--- config.mk ---
export PLATFORM = sky130hd
export DESIGN_NAME = dac_volume_and_irq_control_regs
export DESIGN_NICKNAME = d
export VERILOG_FILES = /design/src/core/dac_volume_and_irq_pkg.sv /design/src/core/volume_ramp_channel.sv /design/src/core/dac_volume_and_irq_control_regs.sv
export SDC_FILE = /design/constraint.sdc
export NUM_CORES = 1
export LEC_CHECK = 0
export ABC_AREA = 1
export BUFFER_PORTS_ARGS = -buffer_cell sky130_fd_sc_hd__buf_2
export CORE_MARGIN = 4
export CORE_UTILIZATION = 60
export CTS_CLUSTER_DIAMETER = 60
export DETAILED_ROUTE_END_ITERATION = 7
export PLACE_DENSITY = 0.79
export SYNTH_ARGS = -nofsm -noshare
export SYNTH_HDL_FRONTEND = slang
export SYNTH_SLANG_ARGS = --single-unit
--- constraint.sdc ---
create_clock -name i_clk -period 11.4 [get_ports i_clk]
set_clock_uncertainty 0.1 [all_clocks]
set_input_delay 1.14 -clock i_clk [delete_from_list [all_inputs] [get_ports i_clk]]
set_output_delay 1.14 -clock i_clk [all_outputs]
set_load 0.02 [all_outputs]
--- src/core/dac_volume_and_irq_pkg.sv ---
// Overview of operation
// RULE1 - attenuation mode 0 ramps volume and mute changes softly, 1 applies them at once
// RULE2 - each channel mute bit set silences its dac channel, clear passes it
// RULE3 - ramp bit 0 holds common level at half supply, 1 ramps it to ground
// RULE4 - host sets the common level ramp bit before asserting the reset pin
// RULE5 - each dac power-off bit set shuts its path down, clear keeps it powered
// RULE6 - mute delay codes 0..3 give 1, 4, 16, 64 base periods per mute step
// RULE7 - mute and unmute ramps move the level in steps of 6.02/64 dB
// RULE8 - minimum delay code n gives two to the n base periods before a transition
// RULE9 - maximum delay code n gives two to the n base periods at most
// RULE10 - master and channel volumes are 8 bits, 0.38 dB per count, 0x10 unity
// RULE11 - code zero gives +6.02 dB, top codes give the deepest attenuation
// RULE12 - irq mode 0 sets mask bits for flags found on a notification read
// RULE13 - polarity 00 active high, 01 active low, 10 open drain, 11 reserved
// RULE14 - mask bit 0 lets its event drive the irq pin, 1 blocks it
// RULE15 - an unintended write into test mode raises the test entry fault
// RULE16 - framing, speed or role change while any path is powered raises port fault
// RULE17 - slave ratio change while powered raises both port and clocking faults
// RULE18 - master clock change in master operation raises neither fault
// RULE19 - notification flags stay set until the host clears the register
// RULE20 - irq pin is active while any unmasked notification flag is set
package dac_volume_and_irq_pkg;
    // =========================================================
    // register offsets
    localparam logic [7:0] OFS_MUTE_MODE = 8'h14;
    localparam logic [7:0] OFS_POWER_VQ = 8'h15;
    localparam logic [7:0] OFS_RAMP_TIMING = 8'h16;
    localparam logic [7:0] OFS_MASTER_VOL = 8'h17;
    localparam logic [7:0] OFS_CH1_VOL = 8'h18;
    localparam logic [7:0] OFS_CH2_VOL = 8'h19;
    localparam logic [7:0] OFS_CH3_VOL = 8'h1A;
    localparam logic [7:0] OFS_CH4_VOL = 8'h1B;
    localparam logic [7:0] OFS_IRQ_CONFIG = 8'h1E;
    localparam logic [7:0] OFS_IRQ_MASK_A = 8'h1F;
    localparam logic [7:0] OFS_NOTIFY_A = 8'h21;
    // =========================================================
    // field positions
    localparam int BIT_ATT_MODE = 6;
    localparam int BIT_COMMON_LEVEL_RAMP_DOWN = 7;
    localparam int BIT_IRQ_MODE = 7;
    localparam int POS_IRQ_POL = 5;
    localparam int POS_MUTE_DELAY = 6;
    localparam int POS_MIN_DELAY = 3;
    localparam int POS_MAX_DELAY = 0;
    localparam int BIT_TEST_FAULT = 7;
    localparam int BIT_PORT_FAULT = 6;
    localparam int BIT_CLOCK_FAULT = 5;
    // readable bits of each register, reserved bits read zero
    localparam logic [7:0] USED_MUTE_MODE = 8'h4F;
    localparam logic [7:0] USED_POWER_VQ = 8'h8F;
    localparam logic [7:0] USED_IRQ_CONFIG = 8'hE0;
    localparam logic [7:0] USED_FLAGS = 8'hEF;
    // =========================================================
    // reset values
    localparam logic [7:0] RST_MUTE_MODE = 8'h00;
    localparam logic [7:0] RST_POWER_VQ = 8'h00;
    localparam logic [7:0] RST_RAMP_TIMING = 8'h00;
    localparam logic [7:0] RST_VOLUME = 8'h10;
    localparam logic [7:0] RST_IRQ_CONFIG = 8'h00;
    localparam logic [7:0] RST_IRQ_MASK = 8'h00;
    // =========================================================
    // attenuation scale: four fine steps of 6.02/64 dB per volume count
    localparam int LEVEL_W = 11;
    localparam logic [LEVEL_W-1:0] MUTE_LEVEL = 11'h7FF;
    localparam logic [1:0] POL_HIGH = 2'h0;
    localparam logic [1:0] POL_LOW = 2'h1;
    localparam logic [1:0] POL_OPEN_DRAIN = 2'h2;
    // base period of the ramp timer in clock cycles
    localparam int BASE_PERIOD_CYCLES = 512;
endpackage

--- src/core/volume_ramp_channel.sv ---
`timescale 1ns/1ps
module volume_ramp_channel
    import dac_volume_and_irq_pkg::*;
(
    input wire logic i_clk,
    input wire logic i_arst_n,
    input wire logic i_base_tick,
    input wire logic i_immediate,
    input wire logic i_mute,
    input wire logic [LEVEL_W-1:0] i_target,
    input wire logic [1:0] i_mute_delay,
    input wire logic [2:0] i_min_delay,
    input wire logic [2:0] i_max_delay,
    output logic [LEVEL_W-1:0] o_level,
    output logic o_silent
);
    logic [LEVEL_W-1:0] level_reg;
    logic [LEVEL_W-1:0] goal;
    logic [7:0] wait_reg;
    logic [7:0] limit;
    logic [2:0] eff_delay;
    logic mute_prev_reg;
    logic mute_ramp_reg;
    logic silent_reg;
    logic step_due;

    // =========================================================
    // step pacing
    // a muted channel heads for the floor level, otherwise for its volume
    assign goal = i_mute ? MUTE_LEVEL : i_target; // RULE2
    // min above max is clamped so a non-mute wait never exceeds the maximum
    assign eff_delay = (i_min_delay > i_max_delay) ? i_max_delay : i_min_delay; // RULE8 RULE9
    // mute ramps use 1/4/16/64 periods, others two to the n periods
    assign limit = mute_ramp_reg ? (8'h01 << {i_mute_delay, 1'b0}) : (8'h01 << eff_delay); // RULE6
    assign step_due = i_base_tick && (wait_reg + 8'h01 >= limit);

    // wait counter in base periods
    always_ff @(posedge i_clk or negedge i_arst_n)
    begin
        if (!i_arst_n)
            wait_reg <= 8'h00;
        else if (i_immediate || level_reg == goal || step_due)
            wait_reg <= 8'h00;
        else if (i_base_tick)
            wait_reg <= wait_reg + 8'h01;
    end

    // soft mode moves the level one fine step of 6.02/64 dB at a time, immediate mode jumps to the goal
    always_ff @(posedge i_clk or negedge i_arst_n)
    begin
        if (!i_arst_n)
            level_reg <= MUTE_LEVEL;
        else if (i_immediate)
            level_reg <= goal; // RULE1
        else if (step_due && level_reg < goal)
            level_reg <= level_reg + 11'h001; // RULE7
        else if (step_due && level_reg > goal)
            level_reg <= level_reg - 11'h001; // RULE7
    end

    // a mute edge starts a mute ramp; the edge wins over reaching the goal
    always_ff @(posedge i_clk or negedge i_arst_n)
    begin
        if (!i_arst_n)
        begin
            mute_prev_reg <= 1'b0;
            mute_ramp_reg <= 1'b0;
        end
        else
        begin
            mute_prev_reg <= i_mute;
            if (i_mute != mute_prev_reg)
                mute_ramp_reg <= 1'b1;
            else if (level_reg == goal)
                mute_ramp_reg <= 1'b0;
        end
    end

    // silent only once the floor level is reached
    always_ff @(posedge i_clk or negedge i_arst_n)
    begin
        if (!i_arst_n)
            silent_reg <= 1'b0;
        else
            silent_reg <= i_mute && (level_reg == MUTE_LEVEL); // RULE2
    end

    assign o_level = level_reg;
    assign o_silent = silent_reg;

    // =========================================================
    // checks
    property p_immediate_level;
        @(posedge i_clk) disable iff (!i_arst_n)
        i_immediate |=> (level_reg == $past(goal));
    endproperty
    a_immediate_level: assert property (p_immediate_level) else $error("immediate mode missed goal"); // RULE1

    property p_single_step;
        @(posedge i_clk) disable iff (!i_arst_n)
        (!i_immediate && !$past(i_immediate) && $changed(level_reg)) |->
            (level_reg - $past(level_reg) == 11'h001 || $past(level_reg) - level_reg == 11'h001);
    endproperty
    a_single_step: assert property (p_single_step) else $error("soft ramp step not one unit"); // RULE7

    property p_step_on_tick;
        @(posedge i_clk) disable iff (!i_arst_n)
        (!$past(i_immediate) && $changed(level_reg)) |-> $past(i_base_tick);
    endproperty
    a_step_on_tick: assert property (p_step_on_tick) else $error("soft step off base tick"); // RULE6

    property p_wait_bound;
        @(posedge i_clk) disable iff (!i_arst_n)
        wait_reg < 8'h80;
    endproperty
    a_wait_bound: assert property (p_wait_bound) else $error("wait beyond 128 periods"); // RULE9
endmodule

--- src/core/dac_volume_and_irq_control_regs.sv ---
`timescale 1ns/1ps
module dac_volume_and_irq_control_regs
    import dac_volume_and_irq_pkg::*;
#(
    parameter int BASE_CYCLES = BASE_PERIOD_CYCLES
)
(
    input wire logic i_clk,
    input wire logic i_arst_n,
    // register access from the control port
    input wire logic i_wr_en,
    input wire logic i_rd_en,
    input wire logic [7:0] i_addr,
    input wire logic [7:0] i_wdata,
    output logic [7:0] o_rdata,
    // state of the rest of the device
    input wire logic [3:0] i_adc_path_power_off,
    input wire logic [1:0] i_serial_framing_select,
    input wire logic [1:0] i_speed_mode,
    input wire logic i_controller_role_select,
    input wire logic i_clock_ratio_change,
    input wire logic i_master_clock_change,
    input wire logic i_test_entry,
    input wire logic [3:0] i_converter_overrange,
    // dac path controls
    output logic [LEVEL_W-1:0] o_ch1_attenuation,
    output logic [LEVEL_W-1:0] o_ch2_attenuation,
    output logic [LEVEL_W-1:0] o_ch3_attenuation,
    output logic [LEVEL_W-1:0] o_ch4_attenuation,
    output logic [3:0] o_dac_channel_silence,
    output logic [3:0] o_dac_path_power_off,
    output logic o_common_level_ramp_down,
    // interrupt pin
    output logic o_irq_out,
    output logic o_irq_oe
);
    // the base counter is 12 bits wide, so longer periods cannot be served
    if (BASE_CYCLES < 1 || BASE_CYCLES > 4096)
    begin : g_bad_base_cycles
        $error("BASE_CYCLES must lie in 1..4096");
    end

    logic [7:0] mute_mode_reg;
    logic [7:0] power_vq_reg;
    logic [7:0] ramp_timing_reg;
    logic [7:0] master_vol_reg;
    logic [7:0] ch_vol_reg [4];
    logic [7:0] irq_config_reg;
    logic [7:0] irq_mask_reg;
    logic [7:0] flags_reg;
    logic [7:0] flags_set;
    logic [7:0] rdata_reg;
    logic [7:0] rdata_next;
    logic [11:0] base_cnt_reg;
    logic base_tick;
    logic [1:0] framing_prev_reg;
    logic [1:0] speed_prev_reg;
    logic role_prev_reg;
    logic all_powered_off;
    logic port_change;
    logic notify_read;
    logic irq_active;
    logic [LEVEL_W-1:0] ch_level [4];
    logic [3:0] ch_silent;
    logic [1:0] irq_pol;

    // =========================================================
    // register writes
    // each register but the four channel volumes keeps its own process so writes stay easy to audit
    always_ff @(posedge i_clk or negedge i_arst_n)
    begin
        if (!i_arst_n)
            mute_mode_reg <= RST_MUTE_MODE;
        else if (i_wr_en && i_addr == OFS_MUTE_MODE)
            mute_mode_reg <= i_wdata & USED_MUTE_MODE;
    end

    always_ff @(posedge i_clk or negedge i_arst_n)
    begin
        if (!i_arst_n)
            power_vq_reg <= RST_POWER_VQ;
        else if (i_wr_en && i_addr == OFS_POWER_VQ)
            power_vq_reg <= i_wdata & USED_POWER_VQ;
    end

    always_ff @(posedge i_clk or negedge i_arst_n)
    begin
        if (!i_arst_n)
            ramp_timing_reg <= RST_RAMP_TIMING;
        else if (i_wr_en && i_addr == OFS_RAMP_TIMING)
            ramp_timing_reg <= i_wdata;
    end

    // volumes: full 8-bit codes, 0x10 is unity
    always_ff @(posedge i_clk or negedge i_arst_n)
    begin
        if (!i_arst_n)
            master_vol_reg <= RST_VOLUME;
        else if (i_wr_en && i_addr == OFS_MASTER_VOL)
            master_vol_reg <= i_wdata; // RULE10
    end

    always_ff @(posedge i_clk or negedge i_arst_n)
    begin
        if (!i_arst_n)
        begin
            for (int k = 0; k < 4; k++)
                ch_vol_reg[k] <= RST_VOLUME;
        end
        else if (i_wr_en)
        begin
            for (int k = 0; k < 4; k++)
                if (i_addr == OFS_CH1_VOL + 8'(k))
                    ch_vol_reg[k] <= i_wdata; // RULE10
        end
    end

    always_ff @(posedge i_clk or negedge i_arst_n)
    begin
        if (!i_arst_n)
            irq_config_reg <= RST_IRQ_CONFIG;
        else if (i_wr_en && i_addr == OFS_IRQ_CONFIG)
            irq_config_reg <= i_wdata & USED_IRQ_CONFIG;
    end

    // auto masking on a notification read wins over a plain write
    assign notify_read = i_rd_en && i_addr == OFS_NOTIFY_A;
    always_ff @(posedge i_clk or negedge i_arst_n)
    begin
        if (!i_arst_n)
            irq_mask_reg <= RST_IRQ_MASK;
        else if (notify_read && !irq_config_reg[BIT_IRQ_MODE])
            irq_mask_reg <= irq_mask_reg | (flags_reg & USED_FLAGS); // RULE12
        else if (i_wr_en && i_addr == OFS_IRQ_MASK_A)
            irq_mask_reg <= i_wdata & USED_FLAGS;
    end

    // =========================================================
    // fault detection
    // port settings are sampled to spot changes; a change while powered is a fault
    always_ff @(posedge i_clk or negedge i_arst_n)
    begin
        if (!i_arst_n)
        begin
            framing_prev_reg <= 2'h0;
            speed_prev_reg <= 2'h0;
            role_prev_reg <= 1'b0;
        end
        else
        begin
            framing_prev_reg <= i_serial_framing_select;
            speed_prev_reg <= i_speed_mode;
            role_prev_reg <= i_controller_role_select;
        end
    end

    // the first cycle after reset compares against reset values; a powered
    // device with non-zero straps may then flag a spurious port fault
    assign all_powered_off = (&i_adc_path_power_off) && (&power_vq_reg[3:0]);
    assign port_change = (i_serial_framing_select != framing_prev_reg) || (i_speed_mode != speed_prev_reg)
        || (i_controller_role_select != role_prev_reg);

    // master clock changes in master operation are ignored on purpose
    always_comb
    begin
        flags_set = 8'h00;
        flags_set[BIT_TEST_FAULT] = i_test_entry; // RULE15
        flags_set[BIT_PORT_FAULT] = !all_powered_off && (port_change
            || (i_clock_ratio_change && !i_controller_role_select)); // RULE16 RULE17 RULE18
        flags_set[BIT_CLOCK_FAULT] = !all_powered_off && i_clock_ratio_change && !i_controller_role_select; // RULE17
        flags_set[3:0] = i_converter_overrange;
    end

    // sticky flags, cleared by reading them; a new event in that cycle survives
    always_ff @(posedge i_clk or negedge i_arst_n)
    begin
        if (!i_arst_n)
            flags_reg <= 8'h00;
        else if (notify_read)
            flags_reg <= flags_set; // RULE19
        else
            flags_reg <= flags_reg | flags_set; // RULE19
    end

    // =========================================================
    // register reads
    always_comb
    begin
        rdata_next = rdata_reg;
        if (i_rd_en)
        begin
            unique case (i_addr)
                OFS_MUTE_MODE: rdata_next = mute_mode_reg;
                OFS_POWER_VQ: rdata_next = power_vq_reg;
                OFS_RAMP_TIMING: rdata_next = ramp_timing_reg;
                OFS_MASTER_VOL: rdata_next = master_vol_reg;
                OFS_CH1_VOL: rdata_next = ch_vol_reg[0];
                OFS_CH2_VOL: rdata_next = ch_vol_reg[1];
                OFS_CH3_VOL: rdata_next = ch_vol_reg[2];
                OFS_CH4_VOL: rdata_next = ch_vol_reg[3];
                OFS_IRQ_CONFIG: rdata_next = irq_config_reg;
                OFS_IRQ_MASK_A: rdata_next = irq_mask_reg;
                OFS_NOTIFY_A: rdata_next = flags_reg;
                default: rdata_next = 8'h00;
            endcase
        end
    end

    always_ff @(posedge i_clk or negedge i_arst_n)
    begin
        if (!i_arst_n)
            rdata_reg <= 8'h00;
        else
            rdata_reg <= rdata_next;
    end

    assign o_rdata = rdata_reg;

    // =========================================================
    // volume ramps
    // one shared base-period timer keeps all four channels in step
    always_ff @(posedge i_clk or negedge i_arst_n)
    begin
        if (!i_arst_n)
            base_cnt_reg <= 12'h000;
        else if (base_tick)
            base_cnt_reg <= 12'h000;
        else
            base_cnt_reg <= base_cnt_reg + 12'h001;
    end

    assign base_tick = (base_cnt_reg == 12'(BASE_CYCLES - 1));

    // total attenuation is master plus channel, scaled to fine steps
    for (genvar g = 0; g < 4; g++)
    begin : g_ch
        logic [8:0] code_sum;
        assign code_sum = {1'b0, master_vol_reg} + {1'b0, ch_vol_reg[g]}; // RULE11
        volume_ramp_channel u_ramp (
            .i_clk(i_clk),
            .i_arst_n(i_arst_n),
            .i_base_tick(base_tick),
            .i_immediate(mute_mode_reg[BIT_ATT_MODE]), // RULE1
            .i_mute(mute_mode_reg[g]), // RULE2
            .i_target({code_sum, 2'b00}),
            .i_mute_delay(ramp_timing_reg[POS_MUTE_DELAY +: 2]),
            .i_min_delay(ramp_timing_reg[POS_MIN_DELAY +: 3]),
            .i_max_delay(ramp_timing_reg[POS_MAX_DELAY +: 3]),
            .o_level(ch_level[g]),
            .o_silent(ch_silent[g])
        );
    end

    assign o_ch1_attenuation = ch_level[0];
    assign o_ch2_attenuation = ch_level[1];
    assign o_ch3_attenuation = ch_level[2];
    assign o_ch4_attenuation = ch_level[3];
    assign o_dac_channel_silence = ch_silent;
    assign o_dac_path_power_off = power_vq_reg[3:0]; // RULE5
    // the host must set this before pulling reset, which then clears it
    assign o_common_level_ramp_down = power_vq_reg[BIT_COMMON_LEVEL_RAMP_DOWN]; // RULE3 RULE4

    // =========================================================
    // interrupt pin
    assign irq_active = |(flags_reg & ~irq_mask_reg & USED_FLAGS); // RULE14 RULE20
    assign irq_pol = irq_config_reg[POS_IRQ_POL +: 2];

    // reserved polarity releases the pin rather than guessing a level
    always_comb
    begin
        unique case (irq_pol)
            POL_HIGH:
            begin
                o_irq_out = irq_active; // RULE13
                o_irq_oe = 1'b1;
            end
            POL_LOW:
            begin
                o_irq_out = !irq_active; // RULE13
                o_irq_oe = 1'b1;
            end
            POL_OPEN_DRAIN:
            begin
                o_irq_out = 1'b0;
                o_irq_oe = irq_active; // RULE13
            end
            default:
            begin
                o_irq_out = 1'b0;
                o_irq_oe = 1'b0;
            end
        endcase
    end

    // =========================================================
    // checks
    property p_sticky;
        @(posedge i_clk) disable iff (!i_arst_n)
        (!$past(notify_read)) |-> ((flags_reg & $past(flags_reg)) == $past(flags_reg));
    endproperty
    a_sticky: assert property (p_sticky) else $error("flag dropped without a read"); // RULE19

    property p_auto_mask;
        @(posedge i_clk) disable iff (!i_arst_n)
        (notify_read && !irq_config_reg[BIT_IRQ_MODE]) |=>
            ((irq_mask_reg & $past(flags_reg & USED_FLAGS)) == $past(flags_reg & USED_FLAGS));
    endproperty
    a_auto_mask: assert property (p_auto_mask) else $error("mask not set on read"); // RULE12

    property p_no_auto_mask;
        @(posedge i_clk) disable iff (!i_arst_n)
        (notify_read && irq_config_reg[BIT_IRQ_MODE] && !i_wr_en) |=> $stable(irq_mask_reg);
    endproperty
    a_no_auto_mask: assert property (p_no_auto_mask) else $error("mask changed in mode 1"); // RULE12

    property p_test_fault;
        @(posedge i_clk) disable iff (!i_arst_n)
        i_test_entry |=> flags_reg[BIT_TEST_FAULT];
    endproperty
    a_test_fault: assert property (p_test_fault) else $error("test entry not flagged"); // RULE15

    property p_port_fault;
        @(posedge i_clk) disable iff (!i_arst_n)
        (port_change && !all_powered_off) |=> flags_reg[BIT_PORT_FAULT];
    endproperty
    a_port_fault: assert property (p_port_fault) else $error("port change not flagged"); // RULE16

    property p_ratio_fault;
        @(posedge i_clk) disable iff (!i_arst_n)
        (i_clock_ratio_change && !i_controller_role_select && !all_powered_off) |=>
            (flags_reg[BIT_PORT_FAULT] && flags_reg[BIT_CLOCK_FAULT]);
    endproperty
    a_ratio_fault: assert property (p_ratio_fault) else $error("ratio change not flagged"); // RULE17

    property p_master_clock_quiet;
        @(posedge i_clk) disable iff (!i_arst_n)
        (i_master_clock_change && i_controller_role_select && !port_change && !notify_read) |=>
            (flags_reg[BIT_CLOCK_FAULT +: 2] == $past(flags_reg[BIT_CLOCK_FAULT +: 2]));
    endproperty
    a_master_clock_quiet: assert property (p_master_clock_quiet) else $error("master clock flagged"); // RULE18

    property p_irq_level;
        @(posedge i_clk) disable iff (!i_arst_n)
        (irq_pol == POL_LOW) |-> (o_irq_out == !(|(flags_reg & ~irq_mask_reg & USED_FLAGS)));
    endproperty
    a_irq_level: assert property (p_irq_level) else $error("irq pin level wrong"); // RULE13 RULE20

    property p_masked_quiet;
        @(posedge i_clk) disable iff (!i_arst_n)
        ((irq_mask_reg & USED_FLAGS) == USED_FLAGS && irq_pol == POL_OPEN_DRAIN) |-> !o_irq_oe;
    endproperty
    a_masked_quiet: assert property (p_masked_quiet) else $error("masked event reached pin"); // RULE14

    property p_power_write;
        @(posedge i_clk) disable iff (!i_arst_n)
        (i_wr_en && i_addr == OFS_POWER_VQ) |=>
            (o_dac_path_power_off == $past(i_wdata[3:0]) && o_common_level_ramp_down == $past(i_wdata[7]));
    endproperty
    a_power_write: assert property (p_power_write) else $error("power or ramp bits wrong"); // RULE5 RULE3
endmodule

Word level (Yosys, flattened, before mapping)

Index checks and enable logic that the tools add are counted.
Widths: inputs -> output; s select.

Output and inout port bits: 63
Bits in registers: 190
Bits of input ports: 36
Word-level logic and storage cells: 211

Add/subtract/negate cells: 17
Magnitude comparators: 13
Muxes and demuxes: 44
Equality and inequality tests: 29
Shifts and indexed selects: 2
Bitwise gates (word level): 4
Reduce and logical (&&, ||, !) cells: 66

Operators by type and width:

| cell                  | count |
|---|---|
| $mux 11               | 16 |
| $mux 8                | 15 |
| $pmux 8 s11           | 1 |
| $eq 8x5->1 const B    | 10 |
| $add 11x1->11 const B | 4 |
| $eq 11x11->1          | 4 |
| $eq 11x11->1 const B  | 4 |
| $gt 11x11->1          | 4 |
| $lt 11x11->1          | 4 |
| $sub 11x1->11 const B | 4 |
| $add 8x8->9           | 4 |
| $add 8x1->8 const B   | 4 |
| $ge 8x8->1            | 4 |
| $logic_and 1x1->1     | 29 |
| $reduce_bool 2->1     | 9 |
| $or 8x8->8            | 2 |
| $shl 1x3->8 const A   | 2 |
| $add 12x1->12 const B | 1 |
| $eq 12x9->1 const B   | 1 |
| $mux 12               | 1 |
| $reduce_bool 3->1     | 4 |
| $logic_or 1x1->1      | 11 |
| $and 8x8->8           | 1 |
| $eq 8x6->1 const B    | 1 |
| 15 further kinds      | 35 |

Longest topological paths before layout

Depth after elaboration: 10
Depth in mapped cells: 32
Gate-level depth less buffers: 32

Cells and area by module

A second synthesis with hierarchy kept.

Cell total of the unflattened synthesis: 2049
Area total of the unflattened synthesis: 15317.2 sq um

By module, submodules not included:

| module                                   | times used | cells an instance | area an instance (sq um) | seq. area each (sq um) |
|---|---|---|---|---|
| volume_ramp_channel (g_ch[0].u_ramp ...) | 3          | 325               | 2307.2                   | 564.3 |
| dac_volume_and_irq_control_regs          | 1          | 745               | 6084.6                   | 2508.7 |
| volume_ramp_channel (g_ch[3].u_ramp)     | 1          | 329               | 2311.0                   | 564.3 |

Worst setup path after synthesis

OpenSTA, ideal clock, no wires.

Kind: reg2reg
Start: register ramp_timing_reg[2]
End: register g_ch[2].u_ramp.level_reg[7]
Library setup time: 0.060 ns
Cell stages (with the launch flop): 27
Data required time: 11.240 ns
Period minus slack after synthesis: 4.178 ns
Path buffers: 0
Data arrival time: 4.018 ns
Path slack: 7.222 ns
Path through: dfrtp_1 inv_1 ha_1 nand2_1 o21ai_0 nand2_1 o21ai_0 nand2_1 nor2_1 nand2_1 ha_1 nand2_1 inv_1 nor3_1 nand2_1 nand2_2 clkinv_1 nand2_1 ha_1 nand2_1 nand3_1 a21oi_1 o21ai_0 or2_2 nand3_1 o211ai_2 nand2_1

Longest elaborated chain between the ends: 9
Elaborated cells on any way between the ends: 11
Classes of those cells: 2 x order compare; 1 x shift; 4 x mux; 4 x reduce/logical

RTL lines:

| item                   | RTL line                              | source |
|---|---|---|
| start, declared        | dac_volume_and_irq_control_regs.sv:45 | `logic [7:0] ramp_timing_reg;` |
| start signal, assigned | dac_volume_and_irq_control_regs.sv:91 | `ramp_timing_reg <= i_wdata;` |
| $gt 3x3->1             | volume_ramp_channel.sv:32             | `assign eff_delay = (i_min_delay > i_max_delay) ? i_max_delay : i_min_delay;` |
| $mux 3 (*)             | volume_ramp_channel.sv:32             |  |
| $shl 1x3->8 (*)        | volume_ramp_channel.sv:34             | `assign limit = mute_ramp_reg ? (8'h01 << {i_mute_delay, 1'b0}) : (8'h01 << eff_delay);` |
| $mux 8 (*)             | volume_ramp_channel.sv:34             |  |
| $ge 8x8->1 (*)         | volume_ramp_channel.sv:35             | `assign step_due = i_base_tick && (wait_reg + 8'h01 >= limit);` |
| $logic_and 1x1->1 (*)  | volume_ramp_channel.sv:35             |  |
| $logic_and 1x1->1      | volume_ramp_channel.sv:55             | `else if (step_due && level_reg < goal)` |
| $mux 11                | volume_ramp_channel.sv:55             |  |
| $mux 11                | volume_ramp_channel.sv:53             | `else if (i_immediate)` |
| end signal, assigned   | volume_ramp_channel.sv:54             | `level_reg <= goal;` |
| end signal, assigned   | volume_ramp_channel.sv:56             | `level_reg <= level_reg + 11'h001;` |
| end signal, assigned   | volume_ramp_channel.sv:58             | `level_reg <= level_reg - 11'h001;` |
| end, declared          | volume_ramp_channel.sv:17             | `logic [LEVEL_W-1:0] level_reg;` |

Mark *: on every way between the ends. The rest lies on a longest branch, timed or not.
A chain may end at the register's enable or synchronous reset.

Final worst setup path

Ends and elaborated chain as after synthesis.

==> summary.txt <==
Clock network
  – Postcts setup bufs: 0
  – Reg clk slew, reported paths: 0.08 ns
  – # hold bufs at CTS: 0
  – Post-cts resize count: 0
  – Root Buffer: clkbuf_16
  – Max Root-Sink Buffers: 2
  – CTS tree: done
  – Total CTS buffers: 17
  – Clock Latency Late Sink: 0.45 ns
  – Sink Count: 188
  – H-Tree Level Count: 4

Synth
  – Post-synth top flop: dfrtp_1
  – Yosys top cell by area: dfrtp_1
  – Synth Net Count: 2211
  – Async SR Flop Fraction: 100%
  – Post-synth cell types: 54
  – Sequential element share of the synthesized area: 32.9%
  – Synth warn: 0
  – Top cells by area, synth: dfrtp_1, nand2_1, ha_1, dfstp_2, o21ai_0
  – Top-area cell type share of the netlist area: 24.0%
  – Yosys reg bits: 188
  – Synthesized cell area: 14500 sq um
  – Synth Area per Inst: 7.20 sq um
  – Cells after Synth: 2015
  – Post-synth EDFFs: 0

Pwr
  – Peak supply drop: 0.109 mV
  – Power, Total: 0.00301 W
  – Power Density: 190 nW/um^2
  – Pleak: 8.18 nW

Finish
  – Share of layout cells above drive strength 1: 10.3%
  – Nets: 2296
  – Area Growth Syn to Fin: 9.40%
  – Final Util: 67.2%
  – Ant. Diodes: 0
  – Max reg flops: 44

Setup path
  – Reg2reg start: ramp_timing_reg[2]
  – Setup crit end kind: register
  – Crit Path Max Fanout: 10
  – Worst EP required: 11.69 ns
  – Critical path type: register to register
  – Worst Setup Start Kind: register
  – R2R Path End: g_ch[2].u_ramp.o_level[7]
  – Worst-case reg-to-reg path depth: 28
  – Worst EP arrival: 5.71 ns
  – Worst path slowest cell: o21ai_0
  – Crit path largest cell delay: 0.60 ns
  – CP most frequent cell: nand2_1
  – Reg2reg setup slack: 5.98 ns

Floorplan
  – Core Rows: 56
  – Core Region: 23600 sq um
  – Die area: 26700 sq um
  – I/O pin cnt: 99
  – Initial Utilization: 61.4%
  – Die Y: 163 um
  – Die Width: 163 um

Drt
  – Via density: 5.57
  – Iteration-0 DRC Markers: 1110
  – Drt wl/cell: 15.2 um
  – WL met2: 18.1 mm
  – Initial DRT Pass Iterations: 7
  – Final WL: 37.0 mm
  – Via Count: 13.5k
  – Metal-1 WL: 16.3 mm
  – Antenna-violating nets left: 0
  – Metal3 WL: 1.94 mm
  – Top Layer Used: met4
  – # DRC: 0

Global routing
  – Initial antenna violation count: 0
  – GRT overflow: 0
  – Tot GR Track Use: 27.9%
  – First-pass GRT wire length: 61.3 mm
  – Largest net degree at the start of global routing: 114
  – Vias in the first global route: 12.9k

STA
  – Final hold vios: 0
  – Unrepaired setup endpoints after global routing: no
  – Sum Neg Setup Slack: 0 ns
  – Crit path time final: 5.42 ns
  – Final Max Slew Viols: 0
  – Finish-stage setup viols: 0
  – Slew HR: 35.5%
  – Slew @ Worst Pin: 0.968 ns
  – Fmax: 184 MHz
  – Final worst path period share: 47.6%

Hold path
  – HP Start: base_cnt_reg[0]
  – Hold path depth: 1
  – Hold path endpoint: base_cnt_reg[0]
  – Hold Crit Class: register to register

Run status
  – Status: completed

Run
  – Max-cap violations: 0

Place
  – Dpl hpwl: 27.9 mm
  – IO buf count: 97
  – Placer Congestion: 0.946
critical path: cells and delay by family, from the launching register on:
kind	cells	cell delay, ns
DFF	1	0.39
adders and majority gates	3	0.97
AOI/OAI and AO/OA	7	1.50
and+or+nand+nor	15	2.05
buffers and inverters	3	0.33
stage by stage:
stage               cell area [sq um]  worst slack [ns]  std cells  hold slack [ns]
global placement                15200              6.29       2400            0.352
global route                    15900              5.46       2432            0.390
finish                          15900              5.98       2432            0.360
CTS                             15900              6.09       2432            0.363
floorplan                       14500              7.22       2015            0.296
detailed placement              15200              6.14       2400            0.352
synth_stat cells (4+ instances only):
cell / number
nand4_1: 36
o21bai_1: 11
nand2_1: 592
a21oi_1: 78
nor3b_1: 6
inv_2: 8
fa_1: 8
o22ai_1: 6
o31ai_1: 4
nand3b_1: 7
xnor2_1: 17
o21ai_1: 22
ha_1: 152
o21ai_0: 206
a31oi_1: 14
dfrtp_1: 139
clkinv_1: 5
o211ai_1: 4
inv_1: 253
nor2_1: 144
a21o_1: 6
nand3_2: 4
buf_2: 6
buf_4: 4
or2_2: 5
nand3_1: 94
clkbuf_1: 20
dfstp_2: 49
xor2_1: 43
a22o_1: 5
nor3_1: 27
area by class of cell:
class                   instances  area (sq um)
inverters                     266           998
fillers                      2081          7750
multi-input cells            1526          8560
well taps                     319           399
repair buffers                101           524
flip-flops and latches        188          4770
clock inverters                15           190
clock buffers                  17           425
metal layers:
layer,global-route usage (%),vias up
met5,0,-
li1,-,6806
met1,37.2,6263
met4,7.66,0
met2,48.5,409
met3,3.18,60
cells in the final DEF (no fill, tap or decap), drive strengths merged:
master,count
a21o,6
o311ai,3
xnor2,17
nor3,28
o2111ai,1
buf,100
fa,8
o21a,2
o21ai,231
ha,152
o211ai,5
nand3,100
nand3b,8
nand4,37
xor2,43
dfstp,49
nand2,595
o41ai,1
nor3b,6
a22oi,1
a211oi,2
or2,6
clkbuf,18
nor4,3
clkinvlp,1
clkinv,12
o22ai,6
dfrtp,139
a21boi,1
a21oi,78
a221oi,3
o31ai,4
inv,268
nor2,149
o21bai,11
a22o,5
a31oi,14
power by group:
| part | switching (W) | internal, W | leakage, nW |
|---|---|---|---|
| registers | 0.000148 | 0.000817 | 2.35 |
| clock network | 0.000322 | 0.000301 | 0.294 |
| logic | 0.000890 | 0.000535 | 5.54 |
| total | 0.00136 | 0.00165 | 8.18 |
cell families after synthesis:
logic type	count (synthesis)	synth area share, %
AND/OR/NAND/NOR	932	27.1
AO/OA/AOI/OAI	374	14.1
buffers and inverters	301	8.11
flip-flops	188	32.9
adder cells (fa/ha/maj)	160	14.2
XOR/XNOR	60	3.62
worst max path at each step:
| stage | from | to | slack [ns] | cells past startpoint |
|---|---|---|---|---|
| after global placement | ramp_timing_reg[2] | g_ch[2].u_ramp.o_level[7] | 6.29 | 26 |
| after floorplan | ramp_timing_reg[2] | g_ch[2].u_ramp.o_level[7] | 7.22 | 26 |
| final | ramp_timing_reg[2] | g_ch[2].u_ramp.o_level[7] | 5.98 | 28 |
| after CTS | ramp_timing_reg[2] | g_ch[2].u_ramp.o_level[7] | 6.09 | 26 |
| after global routing | ramp_timing_reg[2] | g_ch[1].u_ramp.o_level[8] | 5.46 | 29 |
| after detailed placement | ramp_timing_reg[2] | g_ch[2].u_ramp.o_level[7] | 6.14 | 26 |
(Power assumes the default switching activity.)
